--- src/pld_pkg.sv ---
// Summary of operation
// - Management lamp: solid on link, blink on traffic
// - Management lamp dark without link or when disabled
// - Console lamp solid while console active
// - Copper gigabit: green 1000, amber 10/100
// - Copper ten-gigabit: green 10G, amber others
// - Optical gigabit: green 1000, amber 100
// - Optical ten-gigabit: green 10G, amber 1000
// - Any port lamp dark when link down
package pld_pkg;

  // Port population, in generate order: copper GE, copper XG, SFP, SFP+.
  localparam int NUM_GE    = 24;
  localparam int NUM_XG    = 2;
  localparam int NUM_SFP   = 2;
  localparam int NUM_SFPP  = 2;
  localparam int NUM_PORTS = NUM_GE + NUM_XG + NUM_SFP + NUM_SFPP;

  // Link speed code carried on each port's speed pins.
  localparam logic [1:0] SPEED_10M  = 2'h0;
  localparam logic [1:0] SPEED_100M = 2'h1;
  localparam logic [1:0] SPEED_1G   = 2'h2;
  localparam logic [1:0] SPEED_10G  = 2'h3;

  // Colour masks, one bit per speed code.
  localparam logic [3:0] GE_GREEN   = 4'h4;
  localparam logic [3:0] GE_AMBER   = 4'h3;
  localparam logic [3:0] XG_GREEN   = 4'h8;
  localparam logic [3:0] XG_AMBER   = 4'h7;
  localparam logic [3:0] SFP_GREEN  = 4'h4;
  localparam logic [3:0] SFP_AMBER  = 4'h2;
  localparam logic [3:0] SFPP_GREEN = 4'h8;
  localparam logic [3:0] SFPP_AMBER = 4'h4;
  localparam logic [3:0] ANY_SPEED  = 4'hf;
  localparam logic [3:0] NO_SPEED   = 4'h0;

  // Register byte offsets.
  localparam logic [4:0] REG_CTRL   = 5'h00;
  localparam logic [4:0] REG_LINK   = 5'h04;
  localparam logic [4:0] REG_ACT    = 5'h08;
  localparam logic [4:0] REG_DEV    = 5'h0c;

  // Control fields and reset values.
  localparam int         CTRL_MANAGEMENT_PORT_INDICATOR_EN_BIT = 0;
  localparam int         CTRL_LEDS_EN_BIT = 1;
  localparam logic       MANAGEMENT_PORT_INDICATOR_EN_RST      = 1'b1;
  localparam logic       LEDS_EN_RST      = 1'b1;

  // Device status fields.
  localparam int DEV_MANAGEMENT_PORT_INDICATOR_LED_BIT = 0;
  localparam int DEV_CONS_LED_BIT = 1;
  localparam int DEV_MANAGEMENT_PORT_INDICATOR_LNK_BIT = 2;
  localparam int DEV_BLINK_BIT    = 3;

  // Timing.
  localparam int CLK_MHZ           = 250;
  localparam int BLINK_HALF_MS     = 100;
  localparam int STRETCH_MS        = 50;
  localparam int BLINK_HALF_CYC    = BLINK_HALF_MS * CLK_MHZ * 1000;
  localparam int STRETCH_CYC       = STRETCH_MS * CLK_MHZ * 1000;
  localparam logic [1:0] HOLD_TICKS = 2'h2;

endpackage

--- src/pld_time_if.sv ---
interface pld_time_if;
  logic blink_phase;
  logic stretch_tick;
  modport src (output blink_phase, output stretch_tick);
  modport snk (input blink_phase, input stretch_tick);
endinterface

--- src/pld_led_chan.sv ---
module pld_led_chan #(
  parameter logic [3:0] GREEN_MASK = 4'h4,
  parameter logic [3:0] AMBER_MASK = 4'h3
) (
  // Clock and reset
  input  wire logic       clk,
  input  wire logic       rst_b,
  // Shared timebase
  pld_time_if.snk         tb,
  // Port status, asynchronous
  input  wire logic       link_in,
  input  wire logic       act_in,
  input  wire logic [1:0] speed_in,
  // Same-domain enable
  input  wire logic       allow,
  // Lamp drive and status
  output logic            green,
  output logic            amber,
  output logic            link_seen,
  output logic            act_held
);
  import pld_pkg::*;

  logic [3:0] meta_q;
  logic [3:0] sync_q;
  logic [1:0] hold_q;
  logic       lit;

  // Speed bits are synchronised apart; a speed change may show one odd cycle.
  always_ff @(posedge clk or negedge rst_b) begin
    if (!rst_b) begin
      meta_q <= 4'h0;
      sync_q <= 4'h0;
    end else begin
      meta_q <= {link_in, act_in, speed_in};
      sync_q <= meta_q;
    end
  end

  // A single frame reloads the hold, so it lasts at least one tick period.
  always_ff @(posedge clk or negedge rst_b) begin
    if (!rst_b) begin
      hold_q <= 2'h0;
    end else if (sync_q[2]) begin
      hold_q <= HOLD_TICKS;
    end else if (tb.stretch_tick && hold_q != 2'h0) begin
      hold_q <= hold_q - 2'h1;
    end
  end

  assign act_held  = hold_q != 2'h0;
  assign link_seen = sync_q[3];
  assign lit       = allow && sync_q[3] && (!act_held || tb.blink_phase);

  always_ff @(posedge clk or negedge rst_b) begin
    if (!rst_b) begin
      green <= 1'b0;
      amber <= 1'b0;
    end else begin
      green <= lit && GREEN_MASK[sync_q[1:0]];
      amber <= lit && AMBER_MASK[sync_q[1:0]] && !GREEN_MASK[sync_q[1:0]];
    end
  end
endmodule

--- src/pld_panel_led.sv ---
// Added by the designer: the placing of the registers and register access over Avalon-MM.
module pld_panel_led
  import pld_pkg::*;
#(
  parameter int unsigned BLINK_HALF_CYCLES = pld_pkg::BLINK_HALF_CYC,
  parameter int unsigned STRETCH_CYCLES    = pld_pkg::STRETCH_CYC
) (
  // Clock and reset
  input  wire logic                             clk,
  input  wire logic                             rst_b,
  // Avalon-MM slave
  input  wire logic [4:0]                       avs_address,
  input  wire logic                             avs_read,
  input  wire logic                             avs_write,
  input  wire logic [31:0]                      avs_writedata,
  input  wire logic [3:0]                       avs_byteenable,
  output logic [31:0]                           avs_readdata,
  output logic                                  avs_waitrequest,
  // Per-port status, asynchronous
  input  wire logic [pld_pkg::NUM_PORTS-1:0]    port_link,
  input  wire logic [pld_pkg::NUM_PORTS-1:0]    port_act,
  input  wire logic [2*pld_pkg::NUM_PORTS-1:0]  port_speed,
  // Device status, asynchronous
  input  wire logic                             management_port_indicator_link,
  input  wire logic                             management_port_indicator_act,
  input  wire logic                             console_active,
  // Lamps
  output logic [pld_pkg::NUM_PORTS-1:0]         port_led_green,
  output logic [pld_pkg::NUM_PORTS-1:0]         port_led_amber,
  output logic                                  management_port_indicator,
  output logic                                  console_led_green
);
  import pld_pkg::*;

  pld_time_if tb ();

  logic                 ack_q;
  logic                 req;
  logic                 done;
  logic [31:0]          rd_mux;
  logic [31:0]          readdata_q;
  logic                 management_port_indicator_en_q;
  logic                 leds_en_q;
  logic [31:0]          blink_cnt_q;
  logic                 blink_phase_q;
  logic [31:0]          stretch_cnt_q;
  logic                 stretch_tick_q;
  logic                 cons_meta_q;
  logic                 cons_sync_q;
  logic                 console_q;
  logic [NUM_PORTS-1:0] link_seen;
  logic [NUM_PORTS-1:0] act_held;
  logic                 management_port_indicator_link_seen;
  logic                 management_port_indicator_act_held;

  //////////////////////////////////////////////////////////////////////////////
  // Bus slave: one wait cycle, then the access completes.

  assign req             = avs_read || avs_write;
  assign avs_waitrequest = req && !ack_q;
  assign done            = req && ack_q;
  assign avs_readdata    = readdata_q;

  always_ff @(posedge clk or negedge rst_b) begin
    if (!rst_b) begin
      ack_q <= 1'b0;
    end else begin
      ack_q <= req && !ack_q;
    end
  end

  always_comb begin
    rd_mux = 32'h0;
    unique case (avs_address)
      REG_CTRL: begin
        rd_mux[CTRL_MANAGEMENT_PORT_INDICATOR_EN_BIT] = management_port_indicator_en_q;
        rd_mux[CTRL_LEDS_EN_BIT] = leds_en_q;
      end
      REG_LINK: rd_mux[NUM_PORTS-1:0] = link_seen;
      REG_ACT:  rd_mux[NUM_PORTS-1:0] = act_held;
      REG_DEV: begin
        rd_mux[DEV_MANAGEMENT_PORT_INDICATOR_LED_BIT] = management_port_indicator;
        rd_mux[DEV_CONS_LED_BIT] = console_led_green;
        rd_mux[DEV_MANAGEMENT_PORT_INDICATOR_LNK_BIT] = management_port_indicator_link_seen;
        rd_mux[DEV_BLINK_BIT]    = blink_phase_q;
      end
      default: rd_mux = 32'h0;
    endcase
  end

  // Read data is captured in the wait cycle and stands at the completing edge.
  always_ff @(posedge clk or negedge rst_b) begin
    if (!rst_b) begin
      readdata_q <= 32'h0;
    end else if (avs_read && !ack_q) begin
      readdata_q <= rd_mux;
    end
  end

  always_ff @(posedge clk or negedge rst_b) begin
    if (!rst_b) begin
      management_port_indicator_en_q <= MANAGEMENT_PORT_INDICATOR_EN_RST;
      leds_en_q <= LEDS_EN_RST;
    end else if (done && avs_write && avs_address == REG_CTRL && avs_byteenable[0]) begin
      management_port_indicator_en_q <= avs_writedata[CTRL_MANAGEMENT_PORT_INDICATOR_EN_BIT];
      leds_en_q <= avs_writedata[CTRL_LEDS_EN_BIT];
    end
  end

  //////////////////////////////////////////////////////////////////////////////
  // Timebase shared by the port and management lamps, so all blinking lamps stay in phase.

  always_ff @(posedge clk or negedge rst_b) begin
    if (!rst_b) begin
      blink_cnt_q   <= 32'h0;
      blink_phase_q <= 1'b0;
    end else if (blink_cnt_q == 32'(BLINK_HALF_CYCLES - 1)) begin
      blink_cnt_q   <= 32'h0;
      blink_phase_q <= !blink_phase_q;
    end else begin
      blink_cnt_q   <= blink_cnt_q + 32'h1;
    end
  end

  always_ff @(posedge clk or negedge rst_b) begin
    if (!rst_b) begin
      stretch_cnt_q  <= 32'h0;
      stretch_tick_q <= 1'b0;
    end else if (stretch_cnt_q == 32'(STRETCH_CYCLES - 1)) begin
      stretch_cnt_q  <= 32'h0;
      stretch_tick_q <= 1'b1;
    end else begin
      stretch_cnt_q  <= stretch_cnt_q + 32'h1;
      stretch_tick_q <= 1'b0;
    end
  end

  assign tb.blink_phase  = blink_phase_q;
  assign tb.stretch_tick = stretch_tick_q;

  //////////////////////////////////////////////////////////////////////////////
  // Port lamps.

  for (genvar i = 0; i < NUM_PORTS; i++) begin : g_port
    localparam logic [3:0] GM = (i < NUM_GE) ? GE_GREEN :
                                (i < NUM_GE + NUM_XG) ? XG_GREEN :
                                (i < NUM_GE + NUM_XG + NUM_SFP) ? SFP_GREEN : SFPP_GREEN;
    localparam logic [3:0] AM = (i < NUM_GE) ? GE_AMBER :
                                (i < NUM_GE + NUM_XG) ? XG_AMBER :
                                (i < NUM_GE + NUM_XG + NUM_SFP) ? SFP_AMBER : SFPP_AMBER;
    pld_led_chan #(
      .GREEN_MASK (GM),
      .AMBER_MASK (AM)
    ) u_chan (
      .clk       (clk),
      .rst_b     (rst_b),
      .tb        (tb),
      .link_in   (port_link[i]),
      .act_in    (port_act[i]),
      .speed_in  (port_speed[2*i +: 2]),
      .allow     (leds_en_q),
      .green     (port_led_green[i]),
      .amber     (port_led_amber[i]),
      .link_seen (link_seen[i]),
      .act_held  (act_held[i])
    );
  end

  //////////////////////////////////////////////////////////////////////////////
  // Device lamps. The management lamp reuses a port channel that is green at
  // any speed; its speed pins are tied since that port has only one colour.

  pld_led_chan #(
    .GREEN_MASK (ANY_SPEED),
    .AMBER_MASK (NO_SPEED)
  ) u_management_port_indicator (
    .clk       (clk),
    .rst_b     (rst_b),
    .tb        (tb),
    .link_in   (management_port_indicator_link),
    .act_in    (management_port_indicator_act),
    .speed_in  (SPEED_10M),
    .allow     (leds_en_q && management_port_indicator_en_q),
    .green     (management_port_indicator),
    .amber     (),
    .link_seen (management_port_indicator_link_seen),
    .act_held  (management_port_indicator_act_held)
  );

  always_ff @(posedge clk or negedge rst_b) begin
    if (!rst_b) begin
      cons_meta_q <= 1'b0;
      cons_sync_q <= 1'b0;
      console_q   <= 1'b0;
    end else begin
      cons_meta_q <= console_active;
      cons_sync_q <= cons_meta_q;
      console_q   <= leds_en_q && cons_sync_q;
    end
  end

  assign console_led_green = console_q;
endmodule

--- config.mk ---
export PLATFORM = sky130hd
export DESIGN_NAME = pld_panel_led
export DESIGN_NICKNAME = d
export VERILOG_FILES = /design/src/pld_pkg.sv /design/src/pld_time_if.sv /design/src/pld_led_chan.sv /design/src/pld_panel_led.sv
export SDC_FILE = /design/constraint.sdc
export NUM_CORES = 1
export LEC_CHECK = 0
export ABC_AREA = 0
export BUFFER_PORTS_ARGS = -buffer_cell sky130_fd_sc_hd__buf_2
export CORE_MARGIN = 2
export CORE_UTILIZATION = 50
export CTS_CLUSTER_DIAMETER = 200
export DETAILED_ROUTE_END_ITERATION = 10
export GPL_ROUTABILITY_DRIVEN = 0
export GPL_TIMING_DRIVEN = 1
export PLACE_DENSITY_LB_ADDON = 0.25
export SLEW_MARGIN = 20
export SYNTH_ARGS = -nofsm -noshare
export SYNTH_HDL_FRONTEND = slang
export SYNTH_HIERARCHICAL = 1
export SYNTH_SLANG_ARGS = --single-unit
--- constraint.sdc ---
create_clock -name clk -period 8.9 [get_ports clk]
set_input_delay 1.335 -clock clk [delete_from_list [all_inputs] [get_ports clk]]
set_output_delay 1.335 -clock clk [all_outputs]
set_load 0.005 [all_outputs]
; Word-level counts from Yosys, hierarchy flattened
; Cells that the tools add are included.
[classes]
add_sub_neg = 33
magnitude_cmp = 30
n_eq_ne = 5
muxes = 188
reduce_logical = 349
[op_table]
columns = cell, count
row1 = 1-bit logical AND, 191
row2 = 2-bit two-way mux, 62
row3 = 2-bit nonzero test, 62
row4 = 1-bit binary-select mux with 2-bit select, 60
row5 = "2-bit by 3-bit < comparator with 1-bit output, second input constant", 30
row6 = "32-bit by 1-bit adder with 32-bit output, second input constant", 2
row7 = 32-bit two-way mux, 2
row8 = 1-bit zero test, 63
row9 = "2-bit by 1-bit subtractor with 2-bit output, second input constant", 31
row10 = 1-bit two-way mux, 61
row11 = 26-bit one-hot mux with 2 select lines, 1
row12 = "32-bit by 24-bit equality test with 1-bit output, second input constant", 1
row13 = "32-bit by 25-bit equality test with 1-bit output, second input constant", 1
row14 = 1-bit logical OR, 32
row15 = "5-bit by 4-bit equality test with 1-bit output, second input constant", 2
row16 = 2-bit one-hot mux with 4 select lines, 1
row17 = 2-bit one-hot mux with 3 select lines, 1
row18 = "5-bit by 3-bit equality test with 1-bit output, second input constant", 1
row19 = 5-bit zero test, 1
[word_totals]
regBits = 469
inputBits = 168
out_inout_bits = 95
word_cells = 770

; Depth between registers and ports, before layout
[depth]
word_depth = 6
ltp_mapped = 6
ltp_nobuf = 6

; By module
; The synthesis kept the hierarchy.
[modules_own_cells]
columns = module, n_inst, cells_per_inst, area_each_um2, seq_area_each_um2
row1 = pld_led_chan (g_port[0].u_chan ...), 24, 25, 399.1, 300.3
row2 = pld_panel_led, 1, 469, 4840.9, 2555.0
row3 = pld_led_chan (g_port[26].u_chan ...), 2, 25, 402.9, 300.3
row4 = pld_led_chan (g_port[28].u_chan ...), 2, 27, 401.6, 300.3
row5 = pld_led_chan (g_port[24].u_chan ...), 2, 26, 400.4, 300.3
row6 = pld_led_chan (u_management_port_indicator), 1, 21, 274.0, 175.2

; Least setup slack after synthesis
; OpenSTA, ideal clock, no wires.
[synth_path]
path_type = reg-to-reg
from = reg stretch_tick_q
to = reg u_management_port_indicator.hold_q[0]
t_arrival_ps = 3033
required_ps = 8775
path_slack_ps = 5742
path_stages_with_launch = 3
n_path_buf = 0
period_less_slack_ps = 3158
path_cell_list = dfrtp_1 -> nor2b_2 -> mux2_4
[synth_between]
elab_chain_len = 2
[synth_lines]
columns = element, line_no
row1 = from (decl), pld_panel_led.sv:47  ; logic stretch_tick_q;
row2 = from (signal assigned), pld_panel_led.sv:128  ; stretch_tick_q <= 1'b0;
row3 = from (signal assigned), pld_panel_led.sv:131  ; stretch_tick_q <= 1'b1;
row4 = from (signal assigned), pld_panel_led.sv:134  ; stretch_tick_q <= 1'b0;
row5 = 1-bit logical AND, pld_led_chan.sv:46  ; end else if (tb.stretch_tick && hold_q != 2'h0) begin
row6 = 2-bit nonzero test (no source line), -
row7 = to (signal assigned), pld_led_chan.sv:47  ; hold_q <= hold_q - 2'h1;
row8 = to (decl), pld_led_chan.sv:26  ; logic [1:0] hold_q;
; Every way passes these cells.
; A chain may end at the register's enable or synchronous reset.

; Worst setup path in the final report
[layout_path]
from = in avs_read
to = out avs_waitrequest
[layout_between]
elab_chain_len = 2
[layout_lines]
columns = element, line_no
row1 = from (decl), pld_panel_led.sv:13  ; input wire logic avs_read,
row2 = 1-bit logical OR, pld_panel_led.sv:59  ; assign req = avs_read || avs_write;
row3 = 1-bit logical AND, pld_panel_led.sv:60  ; assign avs_waitrequest = req && !ack_q;
row4 = to (decl), pld_panel_led.sv:18  ; output logic avs_waitrequest,
; Every way passes these cells.

==> impl_metrics.env <==
export IMPL_status="completed"
export IMPL_max_cap_violations=0
export IMPL_timing_slew_headroom_pct=37.6
export IMPL_final_common_cell="dfrtp_1"
export IMPL_yosys_warnings=6
export IMPL_grt_pass1_vias=10354
export IMPL_nets=1709
export IMPL_grt_first_pass_wirelength_um=52900
export IMPL_tightest_slew_ns=0.936
export IMPL_dr_pass1_iters=4
export IMPL_avgSynthCellArea_um2=13.7
export IMPL_drive_gt1_share_pct=26.4
export IMPL_r2r_start="stretch_cnt_q[22]"
export IMPL_final_setup_tns_ns=0
export IMPL_tritoncts="built"
export IMPL_hold_viol_final=0
export IMPL_fin_crit_sh_pct=34.5
export IMPL_viasPerCell=5.10
export IMPL_synth_cell_area_mm2=0.0171
export IMPL_clockBufferDepth=3
export IMPL_die_x_um=189
export IMPL_ant_nets=0
export IMPL_final_cell_mix="dfrtp_1, buf_2, nor2_1, inv_1, nor3b_1"
export IMPL_route_detailed_drc=0
export IMPL_port_buffers=227
export IMPL_syn_inst=1243
export IMPL_grt_start_max_net_pins=147
export IMPL_setup_viol=0
export IMPL_root_buffer="clkbuf_16"
export IMPL_vias=10158
export IMPL_wire_per_inst_um=16.1
export IMPL_postCtsSetupBuffers=0
export IMPL_slew_viol_final=0
export IMPL_drt_iter0_markers=527
export IMPL_clock_sinks=469
export IMPL_syn2layout_area_growth_pct=19.4
export IMPL_r2r_end="stretch_cnt_q[21]"
export IMPL_rsz0062_at_grt="false"
export IMPL_power_leakage_nw=9.71
export IMPL_fin_cells=1993
export IMPL_fin_worst_skew_ns=0.0168
export IMPL_core_area_mm2=0.0336
export IMPL_fin_area_mm2=0.0204
export IMPL_end_kind="output port"
export IMPL_io_pins=263
export IMPL_whs_path_depth=0
export IMPL_reg2regPathDepth=5
export IMPL_crit_required_ns=7.57
export IMPL_fin_crit_ns=3.07
export IMPL_grt_antenna_before_repair=4
export IMPL_worstHoldStart="g_port[8].u_chan/meta_q[3]"
export IMPL_clkTransAtPathRegs_ns=0.06
export IMPL_regArea_mm2=0.0117
export IMPL_initial_core_util_pct=50.8
export IMPL_grt_usage_pct=18.5
export IMPL_min_delay_worst_endpoint="g_port[8].u_chan/sync_q[3]"
export IMPL_dpl_cell_area_mm2=0.0188
export IMPL_clk_latency_ns=0.55
export IMPL_clock_fmax_mhz=326
export IMPL_r2r_setup_slack_ns=6.66
export IMPL_wl_um=32000
export IMPL_grt_overflow=0
export IMPL_startpoint_type="primary input"
export IMPL_dieArea_mm2=0.0357
export IMPL_path_class="primary input to output port"
export IMPL_ctsResizeCount=0
export IMPL_worstPathMaxFanout=3
export IMPL_hpwl_um=20800
export IMPL_fill_cells=2597
export IMPL_power_density_mw_per_mm2=215
export IMPL_multi_input_area_mm2=0.00491
export IMPL_arrival_ns=1.73
export IMPL_hold_buffers=0
export IMPL_numCtsBuffers=46
export IMPL_std_cell_rows=67
export IMPL_dp_cells=1907
export IMPL_vdd_ir_drop_max_mv=0.162
export IMPL_hold_class="register to register"
export IMPL_cts_max_level=2
export IMPL_die_height_um=189
==> through the flow <==
stage | utilization [%] | hold WS (ns) | setup slack, ns | power, mW
2_1_floorplan | - | 0.331 | 5.74 | 2.33
3_3_place_gp | 55.9 | 0.332 | 5.45 | 2.45
3_5_place_dp | 55.9 | 0.335 | 5.43 | 2.46
4_1_cts | 60.6 | 0.335 | 5.82 | 4.44
5_1_grt | 60.7 | 0.342 | 5.75 | 4.56
6_report | 60.7 | 0.333 | 5.83 | 4.38
==> routing by layer <==
metal	track usage, %	up-vias	routed length [um]
met5	0	-	35
met4	6.13	6	859
met3	4.17	76	1820
met2	29.2	247	15000
met1	25.7	5080	14300
li1	-	4749	-
==> final cells by class <==
type,count,area share (%)
multi-input combinational,657,24.1
sequential,469,57.6
inverter,98,1.80
antenna,1,0.0123
tap,448,2.75
clock buffer,62,6.48
timing repair buffer,236,6.11
clock inverter,22,1.24
==> state kept, by name (all words and copies together), names as in the netlist, 2 cells and up <==
signal,flops
g_port.u_chan/hold_q,60
g_port.u_chan/green,30
avs_readdata,30
u_management_port_indicator/meta_q,2
blink_cnt_q,32
stretch_cnt_q,32
g_port.u_chan/sync_q,120
g_port.u_chan/meta_q,120
u_management_port_indicator/hold_q,2
u_management_port_indicator/sync_q,2
g_port.u_chan/amber,30
==> where the power goes <==
part / switching, mW / internal, mW
clock: 0.779 / 1.19
sequential: 0.0416 / 2.21
combinational: 0.0962 / 0.0645
==> critical path, cell delays in order <==
cell and delay (ns):
buf_2 0.12, nor2_1 0.10, nor2_1 0.05, buf_2 0.13
==> worst max path at each step <==
stage,from,endpoint
finish,avs_read,avs_waitrequest
global route,avs_read,avs_waitrequest
CTS,avs_read,avs_waitrequest
detailed placement,avs_address[1],avs_readdata[24]
global placement,avs_address[1],avs_readdata[15]
floorplan,stretch_tick_q,u_management_port_indicator/hold_q[0]
Note: power is estimated with default switching activity, not from simulation.
